--- config.mk ---
export PLATFORM = sky130hd
export DESIGN_NAME = erc_reload_compare
export DESIGN_NICKNAME = d
export VERILOG_FILES = /design/src/hw/erc_quad_decode.v /design/src/hw/erc_reload_compare.v
export VERILOG_INCLUDE_DIRS = /design/src /design/src/hw
export SDC_FILE = /design/constraint.sdc
export NUM_CORES = 1
export LEC_CHECK = 0
export ABC_AREA = 1
export BUFFER_PORTS_ARGS = -buffer_cell sky130_fd_sc_hd__buf_2
export CORE_ASPECT_RATIO = 0.75
export CORE_MARGIN = 8
export CORE_UTILIZATION = 55
export CTS_CLUSTER_SIZE = 14
export DETAILED_ROUTE_END_ITERATION = 7
export MAX_ROUTING_LAYER = met4
export PLACE_DENSITY = 0.8
export SLEW_MARGIN = 20
export SYNTH_ARGS = -nofsm -noshare
export SYNTH_HDL_FRONTEND = slang
export SYNTH_SLANG_ARGS = --single-unit
--- constraint.sdc ---
create_clock -name clk -period 2.51 [get_ports clk]
set_input_delay 0.3765 -clock clk [delete_from_list [all_inputs] [get_ports clk]]
set_output_delay 0.3765 -clock clk [all_outputs]
set_load 0.02 [all_outputs]
--- src/hw/erc_regs.vh ---
// Register map, field positions and reset values of the encoder
// period-reload and position-compare block.
// Assumes a 32-bit APB slave decoding byte addresses on aligned words.
`ifndef ERC_REGS_VH
`define ERC_REGS_VH

// Bus geometry
`define ERC_ADDR_W        8
`define ERC_DATA_W        32

// Register byte offsets
`define ERC_OFF_CTRL      8'h00
`define ERC_OFF_PERIOD    8'h04
`define ERC_OFF_COMPARE   8'h08
`define ERC_OFF_COUNT     8'h0C
`define ERC_OFF_STATUS    8'h10
`define ERC_OFF_IRQ_EN    8'h14
`define ERC_OFF_IRQ_CLR   8'h18

// Control register fields
`define ERC_CTRL_RUN      0
`define ERC_CTRL_ZEN      1
`define ERC_CTRL_CMPEN    2
`define ERC_CTRL_INTEN    3
`define ERC_CTRL_MODE_LO  4
`define ERC_CTRL_MODE_HI  5
`define ERC_CTRL_CNTCLR   6
`define ERC_CTRL_W        6

// Operating modes
`define ERC_MODE_ENCODER  2'h0
`define ERC_MODE_SNS_EVT  2'h1
`define ERC_MODE_SNS_TMR  2'h2
`define ERC_MODE_TIMER    2'h3

// Status, enable and clear share this layout
`define ERC_ST_MATCH      0
`define ERC_ST_ZDET       1
`define ERC_ST_MIRQ       2
`define ERC_ST_W          3
`define ERC_ST_DIR        3

// Field widths
`define ERC_PERIOD_W      16
`define ERC_COMPARE_W     24
`define ERC_CNT_W         16

// Reset values
`define ERC_CTRL_RST      6'h00
`define ERC_PERIOD_RST    16'h0000
`define ERC_COMPARE_RST   24'h000000
`define ERC_ST_RST        3'h0

`endif

--- src/hw/erc_quad_decode.v ---
// Quadrature decoder: synchronises A, B and Z, and yields the times-four
// count tick, the direction and the index edges as one-cycle pulses.
// Assumes A, B and Z arrive asynchronously from the encoder pins.
`timescale 1ns/1ps
module erc_quad_decode (
  clk,
  rstn,
  enc_a,
  enc_b,
  enc_z,
  tick,
  dir_up,
  z_rise,
  z_fall
);
  input  wire clk;
  input  wire rstn;
  input  wire enc_a;
  input  wire enc_b;
  input  wire enc_z;
  output wire tick;
  output wire dir_up;
  output wire z_rise;
  output wire z_fall;

  wire [2:0] pin_in;
  reg  [2:0] meta_r;
  reg  [2:0] sync_r;
  reg  [2:0] prev_r;

  assign pin_in = {enc_z, enc_b, enc_a};

  // Two-flop synchroniser per pin; only sync_r reads meta_r
  genvar gi;
  generate
    for (gi = 0; gi < 3; gi = gi + 1) begin : g_sync
      always @(posedge clk) begin
        if (!rstn) begin
          meta_r[gi] <= 1'b0;
          sync_r[gi] <= 1'b0;
          prev_r[gi] <= 1'b0;
        end else begin
          meta_r[gi] <= pin_in[gi];
          sync_r[gi] <= meta_r[gi];
          prev_r[gi] <= sync_r[gi];
        end
      end
    end
  endgenerate

  // Every edge of A or B is one tick; a double change is a glitch and dropped
  assign tick   = (sync_r[0] ^ prev_r[0]) ^ (sync_r[1] ^ prev_r[1]);
  // A leading B counts up: new A against the B level before this edge
  assign dir_up = sync_r[0] ^ prev_r[1];
  assign z_rise = sync_r[2] & ~prev_r[2];
  assign z_fall = ~sync_r[2] & prev_r[2];
endmodule

--- src/hw/erc_reload_compare.v ---
// Encoder position counter with period reload and position compare,
// an APB register slave and one level interrupt output.
// Assumes A, B, Z come straight from pins and the APB master runs on clk.
//
// Notes on behaviour
// - 16-bit read/write period register sets counter period in x4 ticks.
// - Counting up, counter reaches period, then wraps to zero next tick.
// - Counting down, counter reaches zero, then loads period next tick.
// - Period only steers counting in encoder mode; other modes ignore it.
// - 24-bit read/write compare register; bits 31 to 24 read zero.
// - In encoder mode compare acts as position condition, range 0 to 65535.
// - With match enabled, counter equal to compare low half sets match flag.
// - Match with interrupt enable set raises the encoder interrupt request.
// - With index use on, match interrupt waits until index flag is set.
// - Count tick is the times-four clock decoded from A and B.
// - Index pulse seen while running sets the index-detected flag; the code also needs index use on and encoder mode.
// - Compare bits 23 to 16 never take part in encoder mode.
//
// Decided for this implementation: the placing of the registers and the APB register port.
`timescale 1ns/1ps
`include "erc_regs.vh"
module erc_reload_compare (
  clk,
  rstn,
  psel,
  penable,
  pwrite,
  paddr,
  pwdata,
  prdata,
  pready,
  pslverr,
  enc_a,
  enc_b,
  enc_z,
  encoder_irq_request
);
  input  wire                     clk;
  input  wire                     rstn;
  input  wire                     psel;
  input  wire                     penable;
  input  wire                     pwrite;
  input  wire [`ERC_ADDR_W-1:0]   paddr;
  input  wire [`ERC_DATA_W-1:0]   pwdata;
  output reg  [`ERC_DATA_W-1:0]   prdata;
  output reg                      pready;
  output reg                      pslverr;
  input  wire                     enc_a;
  input  wire                     enc_b;
  input  wire                     enc_z;
  output reg                      encoder_irq_request;

  // Control and data registers
  reg  [`ERC_CTRL_W-1:0]      ctrl_r;
  reg  [`ERC_PERIOD_W-1:0]    period_r;
  reg  [`ERC_COMPARE_W-1:0]   compare_r;
  reg  [`ERC_CNT_W-1:0]       cnt_r;
  reg  [`ERC_CNT_W-1:0]       cnt_nxt;
  reg                         cnt_upd_r;
  reg                         dir_r;
  reg  [`ERC_ST_W-1:0]        status_r;
  reg  [`ERC_ST_W-1:0]        status_nxt;
  reg  [`ERC_ST_W-1:0]        irq_en_r;
  reg  [`ERC_DATA_W-1:0]      rdata_nxt;
  reg                         hit_nxt;

  // Decoder outputs
  wire                        tick;
  wire                        dir_up;
  wire                        z_rise;
  wire                        z_fall;

  // Field views
  wire                        run;
  wire                        zen;
  wire                        cmpen;
  wire                        inten;
  wire [1:0]                  mode;
  wire                        enc_mode;

  // Bus strobes
  wire                        setup;
  wire                        access;
  wire                        wr_en;
  wire [`ERC_ADDR_W-1:0]      addr_w;

  // Events
  wire                        z_event;
  wire                        match_ev;
  wire                        mirq_ev;
  wire [`ERC_ST_W-1:0]        set_vec;
  wire [`ERC_ST_W-1:0]        clr_vec;

  assign run      = ctrl_r[`ERC_CTRL_RUN];
  assign zen      = ctrl_r[`ERC_CTRL_ZEN];
  assign cmpen    = ctrl_r[`ERC_CTRL_CMPEN];
  assign inten    = ctrl_r[`ERC_CTRL_INTEN];
  assign mode     = ctrl_r[`ERC_CTRL_MODE_HI:`ERC_CTRL_MODE_LO];
  assign enc_mode = (mode == `ERC_MODE_ENCODER);

  // Pin synchronisation and x4 decoding live in the leaf
  erc_quad_decode u_dec (
    .clk    (clk),
    .rstn   (rstn),
    .enc_a  (enc_a),
    .enc_b  (enc_b),
    .enc_z  (enc_z),
    .tick   (tick),
    .dir_up (dir_up),
    .z_rise (z_rise),
    .z_fall (z_fall)
  );

  // APB phases; pready is raised for exactly one access cycle
  assign setup  = psel & ~penable;
  assign access = psel & penable & pready;
  assign wr_en  = access & pwrite;
  assign addr_w = {paddr[`ERC_ADDR_W-1:2], 2'b00};

  // Index edge in the direction of travel: rising going up, falling going down.
  // The last tick's direction is used, since dir_up means nothing between ticks.
  assign z_event = run & enc_mode & zen & ((z_rise & dir_r) | (z_fall & ~dir_r));

  // Next counter value
  always @* begin
    cnt_nxt = cnt_r;
    if (wr_en && (addr_w == `ERC_OFF_CTRL) && pwdata[`ERC_CTRL_CNTCLR]) begin
      cnt_nxt = {`ERC_CNT_W{1'b0}};
    end else if (z_event) begin
      // Index clear takes precedence over a coincident tick
      cnt_nxt = {`ERC_CNT_W{1'b0}};
    end else if (run && tick) begin
      if (enc_mode) begin
        if (dir_up) begin
          if (cnt_r == period_r) begin
            cnt_nxt = {`ERC_CNT_W{1'b0}};
          end else begin
            cnt_nxt = cnt_r + 16'h0001;
          end
        end else begin
          if (cnt_r == 16'h0000) begin
            cnt_nxt = period_r;
          end else begin
            cnt_nxt = cnt_r - 16'h0001;
          end
        end
      end else begin
        // Other modes wrap at full scale; the period plays no part here
        if (dir_up) begin
          cnt_nxt = cnt_r + 16'h0001;
        end else begin
          cnt_nxt = cnt_r - 16'h0001;
        end
      end
    end
  end

  // Counter, its update marker and the rotation direction
  always @(posedge clk) begin
    if (!rstn) begin
      cnt_r     <= {`ERC_CNT_W{1'b0}};
      cnt_upd_r <= 1'b0;
      dir_r     <= 1'b0;
    end else begin
      cnt_r     <= cnt_nxt;
      cnt_upd_r <= (cnt_nxt != cnt_r) | (run & tick);
      if (!run) begin
        dir_r <= 1'b0;
      end else if (tick) begin
        dir_r <= dir_up;
      end
    end
  end

  // Compare uses only the low half in encoder mode, so the upper byte is
  // inert here; no mode compares it, it is only stored and read back.
  always @* begin
    hit_nxt = 1'b0;
    if (run && enc_mode && cmpen && cnt_upd_r) begin
      hit_nxt = (cnt_r == compare_r[15:0]);
    end
  end

  assign match_ev = hit_nxt;
  // Held back while the index is in use and not yet seen
  assign mirq_ev  = match_ev & inten & (~zen | status_r[`ERC_ST_ZDET]);

  assign set_vec = {mirq_ev, z_event, match_ev};
  assign clr_vec = (wr_en && (addr_w == `ERC_OFF_IRQ_CLR)) ?
                   pwdata[`ERC_ST_W-1:0] : {`ERC_ST_W{1'b0}};

  // Sticky flags: a set in the clearing cycle wins; stopping clears them all
  always @* begin
    if (!run) begin
      status_nxt = `ERC_ST_RST;
    end else begin
      status_nxt = (status_r & ~clr_vec) | set_vec;
    end
  end

  always @(posedge clk) begin
    if (!rstn) begin
      status_r <= `ERC_ST_RST;
    end else begin
      status_r <= status_nxt;
    end
  end

  // Software-written registers
  always @(posedge clk) begin
    if (!rstn) begin
      ctrl_r    <= `ERC_CTRL_RST;
      period_r  <= `ERC_PERIOD_RST;
      compare_r <= `ERC_COMPARE_RST;
      irq_en_r  <= `ERC_ST_RST;
    end else if (wr_en) begin
      case (addr_w)
        `ERC_OFF_CTRL: begin
          ctrl_r <= pwdata[`ERC_CTRL_W-1:0];
        end
        `ERC_OFF_PERIOD: begin
          period_r <= pwdata[`ERC_PERIOD_W-1:0];
        end
        `ERC_OFF_COMPARE: begin
          compare_r <= pwdata[`ERC_COMPARE_W-1:0];
        end
        `ERC_OFF_IRQ_EN: begin
          irq_en_r <= pwdata[`ERC_ST_W-1:0];
        end
        default: begin
          ctrl_r <= ctrl_r;
        end
      endcase
    end
  end

  // Read multiplexer; unused upper bits are zero
  always @* begin
    rdata_nxt = {`ERC_DATA_W{1'b0}};
    case (addr_w)
      `ERC_OFF_CTRL: begin
        rdata_nxt[`ERC_CTRL_W-1:0] = ctrl_r;
      end
      `ERC_OFF_PERIOD: begin
        rdata_nxt[`ERC_PERIOD_W-1:0] = period_r;
      end
      `ERC_OFF_COMPARE: begin
        rdata_nxt[`ERC_COMPARE_W-1:0] = compare_r;
      end
      `ERC_OFF_COUNT: begin
        rdata_nxt[`ERC_CNT_W-1:0] = cnt_r;
      end
      `ERC_OFF_STATUS: begin
        rdata_nxt[`ERC_ST_W-1:0] = status_r;
        rdata_nxt[`ERC_ST_DIR]   = dir_r;
      end
      `ERC_OFF_IRQ_EN: begin
        rdata_nxt[`ERC_ST_W-1:0] = irq_en_r;
      end
      default: begin
        rdata_nxt = {`ERC_DATA_W{1'b0}};
      end
    endcase
  end

  // Bus answer: one wait-free access phase after every setup cycle.
  // Registering pready costs nothing since APB always spends one setup cycle.
  always @(posedge clk) begin
    if (!rstn) begin
      pready  <= 1'b0;
      pslverr <= 1'b0;
      prdata  <= {`ERC_DATA_W{1'b0}};
    end else begin
      pready <= setup;
      if (setup) begin
        prdata  <= pwrite ? {`ERC_DATA_W{1'b0}} : rdata_nxt;
        pslverr <= (addr_w > `ERC_OFF_IRQ_CLR);
      end else begin
        prdata  <= {`ERC_DATA_W{1'b0}};
        pslverr <= 1'b0;
      end
    end
  end

  // Level interrupt from flags and enables; registered so it leaves a flop
  always @(posedge clk) begin
    if (!rstn) begin
      encoder_irq_request <= 1'b0;
    end else begin
      encoder_irq_request <= |(status_nxt & irq_en_r);
    end
  end
endmodule

==> impl_metrics.yaml <==
status:
  status: "finished clean"
place:
  post-dp-hpwl_mm: 12.7
  place.gp.congestion: 0.973
  port_buffers: 64
  place_area_um2: 6710
drt:
  dr_total_vias: 6285
  drc: 0
  avgRoutedWirePerCell_um: 15.5
  drtAntennaViolNets: 0
  drt_pass1_iterations: 5
  routed_wirelength_mm: 17.8
  drtIter0Drc: 797
  viasPerCell: 5.49
setup_path:
  crit_buf_inv: 2
  worstSetupStartpointType: "flop"
  path_delay_family: "simple AND/OR/NAND/NOR gates"
  cpMaxStageDelayCell: "dfxtp_2"
  max_stage_delay_ns: 0.35
  r2r_setup_slack_ns: 0.21
  crit_chain: "inv_2 -> ha_2 -> nand3_1 -> nor2_4 -> nand2_2 -> nor2_4 -> buf_4 -> nand2_2 -> a21oi_1 -> nand2_1 -> nand2_1 -> nand2_1 -> nand2_1 -> nand2_1 -> nor2_2 -> nand3_1 -> nor2_1 -> nor2_1"
  required_ns: 2.75
  worst_ep_arrival_time_ns: 2.54
  end_kind: "flop"
  cp_max_fo: 5
  worst_path_most_repeated_cell: "nand2_1"
  critPathKind: "reg2reg"
power:
  pwr-share-comb_pct: 4.6
  p_int_mw: 2.45
  powerDensity_nw_per_um2: 464
  power.switching_uw: 851
  clockPowerShare_pct: 44.2
  fin_total_pwr_mw: 3.30
  vdd_drop_max_mv: 0.426
  p_sw_share_pct: 25.8
  p_leak_nw: 3.40
  power_frac_seq_pct: 51.2
synth:
  yosys_warnings: 0
  ys_async_sr_fraction_pct: 0
  synthDominantCellAreaShare_pct: 34.7
  ys_ff_latch: 106
  synth_cells: 910
  seq_area_frac_synth_pct: 34.7
  synth_edf_count: 0
  yosysTopAreaCell: "dfxtp_1"
  synth_ff_type: "dfxtp_1"
  synth_area_um2: 6120
  syn_avg_cell_area_um2: 6.73
  synth.distinct_cells: 40
  yosys-top-cells-area: "dfxtp_1 (35%), nand2_1 (13%), nor2_1 (6.3%), a21oi_1 (5.7%), inv_1 (5.6%)"
global_routing:
  busiest_layer: "met2"
  met1_usage_pct: 32.2
  first_global_vias: 5589
  met2_usage_pct: 36.2
  grtUsageTotal_pct: 24.3
  grt_pass1_wl_mm: 27.9
  gr-total-overflow: 0
  grt_max_degree: 60
  met3_usage_pct: 4.71
  antenna_found_initial: 0
timing:
  whs_ns: 0.199
  finalHoldViolCount: 0
  setup_violations: 0
  fin_tns_setup_ns: 0
  min_period_over_period_pct: 91.6
  drv_slew: 0
  max_freq_mhz: 435
  rsz0062_at_grt: "false"
  skew_ns: 0.00594
  fin_crit_ns: 2.30
  worstMarginPinSlew_ns: 0.823
  slew_headroom_pct: 45.1
cells_and_area:
  multiInputGateArea_um2: 3340
  fillCellCount: 963
  layout.nets: 1050
  syn_to_final_growth_pct: 16.2
  fin_util_pct: 65.3
  seq_area_um2: 2130
  postLayoutCellArea_um2: 7110
  antennaDiodeCount: 0
  drive_gt1_share_pct: 21.2
cts:
  root_buffer: "clkbuf_16"
  cts_tree: "yes"
  cts-buffers-inserted: 9
  clk_pin_slew_ns: 0.08
  clock_sinks: 106
  insertion_delay_ns: 0.36
  postCtsHoldBufs: 0
  htree_num_levels: 3
  cts_buffer_depth: 2
hold_path:
  hp-class: "in2reg"
floorplan:
  start_util_pct: 56.2
  die_w_um: 138
  io_pins: 83
  design.die.area_um2: 14800
  rows: 33
  die_y_um: 107
  core-area_um2: 10900
job:
  max_cap_viol_count: 0
-- Yosys cell counts, types with 3 or more instances --
| cell type | instances |
|---|---|
| nand2_1 | 207 |
| dfxtp_1 | 106 |
| nor2_1 | 102 |
| inv_1 | 92 |
| a21oi_1 | 70 |
| o21ai_0 | 68 |
| nand3_1 | 56 |
| inv_2 | 21 |
| buf_4 | 19 |
| xor2_1 | 18 |
| clkbuf_1 | 15 |
| nor2_4 | 13 |
| nand4_1 | 12 |
| o22ai_1 | 12 |
| nor3_1 | 11 |
| nand3_2 | 10 |
| nor2_2 | 9 |
| buf_2 | 8 |
| a22oi_1 | 7 |
| xnor2_1 | 7 |
| nand2_2 | 6 |
| buf_6 | 5 |
| a21oi_2 | 4 |
| a31oi_1 | 4 |
| ha_1 | 3 |
| o2111ai_1 | 3 |
| o211ai_1 | 3 |
-- logic make-up (layout without fill, tap and decap cells) --
logic type / count (synthesis) / in the layout / share of synthesized area [%]
AO/OA/AOI/OAI: 181 / 181 / 16.4
XOR/XNOR: 26 / 26 / 3.84
adder cells (fa/ha/maj): 3 / 3 / 0.613
buffers and inverters: 160 / 246 / 11.8
flip-flops: 106 / 106 / 34.7
other: 1 / 8 / 0.0613
AND/OR/NAND/NOR: 433 / 434 / 32.6
-- power by group through the flow --
| stage | Clock [mW] | Sequential (mW) | Combinational, mW |
|---|---|---|---|
| final | 1.46 | 1.69 | 0.153 |
| after global routing | 1.53 | 1.69 | 0.167 |
| after CTS | 1.46 | 1.69 | 0.150 |
| after detailed placement | 0 | 1.73 | 0.149 |
| after global placement | 0 | 1.73 | 0.146 |
| after floorplan | 0 | 1.73 | 0.0937 |
-- layer usage --
metal	up-vias	routed length, µm	share of wire, %
met5	-	0	0
met4	0	437	2.5
met3	41	1690	9.5
met2	298	7880	44
met1	2830	7750	44
li1	3116	-	-
-- worst reg2reg max path: stages, from the launching register on --
cell and delay, ns:
dfxtp_2 0.35, inv_2 0.06, ha_2 0.21, nand3_1 0.13, nor2_4 0.17, nand2_2 0.10, nor2_4 0.16, buf_4 0.15
nand2_2 0.04, a21oi_1 0.11, nand2_1 0.06, nand2_1 0.07, nand2_1 0.07, nand2_1 0.06, nand2_1 0.05, nor2_2 0.15
nand3_1 0.09, nor2_1 0.11, nor2_1 0.04
-- final timing paths --
path | start | to | depth (start not counted)
max reg2reg | cnt_r[0] | cnt_upd_r | 18
min | enc_a | u_dec.meta_r[0] | 3
min reg2reg | u_dec.meta_r[0] | u_dec.sync_r[0] | 2
max | cnt_r[0] | cnt_upd_r | 18
-- sequential cells by signal, summed over array words and instances, names as in the netlist, 3 cells and up --
| signal | flops |
|---|---|
| status_r | 3 |
| ctrl_r | 6 |
| u_dec.meta_r | 3 |
| cnt_r | 16 |
| u_dec.sync_r | 3 |
| prdata | 24 |
| u_dec.prev_r | 3 |
| period_r | 16 |
| irq_en_r | 3 |
| compare_r | 24 |
-- final cells by class --
type | count | area share [%]
Multi-Input combinational cell | 652 | 47.0
Clock inverter | 7 | 1.09
Clock buffer | 9 | 3.17
Timing Repair Buffer | 117 | 10.3
Tap cell | 140 | 2.46
Inverter | 113 | 5.96
Sequential cell | 106 | 30.0
-- cells in the final DEF, fill, tap and decap left out, types with 16 or more instances in the layout --
| master | count |
|---|---|
| nor2_4 | 16 |
| buf_4 | 51 |
| o21ai_0 | 68 |
| dfxtp_1 | 98 |
| buf_2 | 64 |
| nand2_1 | 207 |
| inv_2 | 21 |
| inv_1 | 92 |
| nor2_1 | 101 |
| a21oi_1 | 70 |
| nand3_1 | 56 |
| xor2_1 | 18 |
-- repair_timing --
action | 4_1_cts | 5_1_grt
gates resized for setup | 0 | 16
buffers inserted | 0 | 5
endpoints found under the setup margin | 0 | 1
-- metrics by stage --
| step | worst slack [ns] | instances |
|---|---|---|
| after floorplan | 0.455 | 917 |
| after global placement | 0.197 | 1122 |
| after detailed placement | 0.183 | 1122 |
| after CTS | 0.110 | 1138 |
| after global routing | 0.000571 | 1144 |
| final | 0.211 | 1144 |
(Power assumes the default switching activity.)
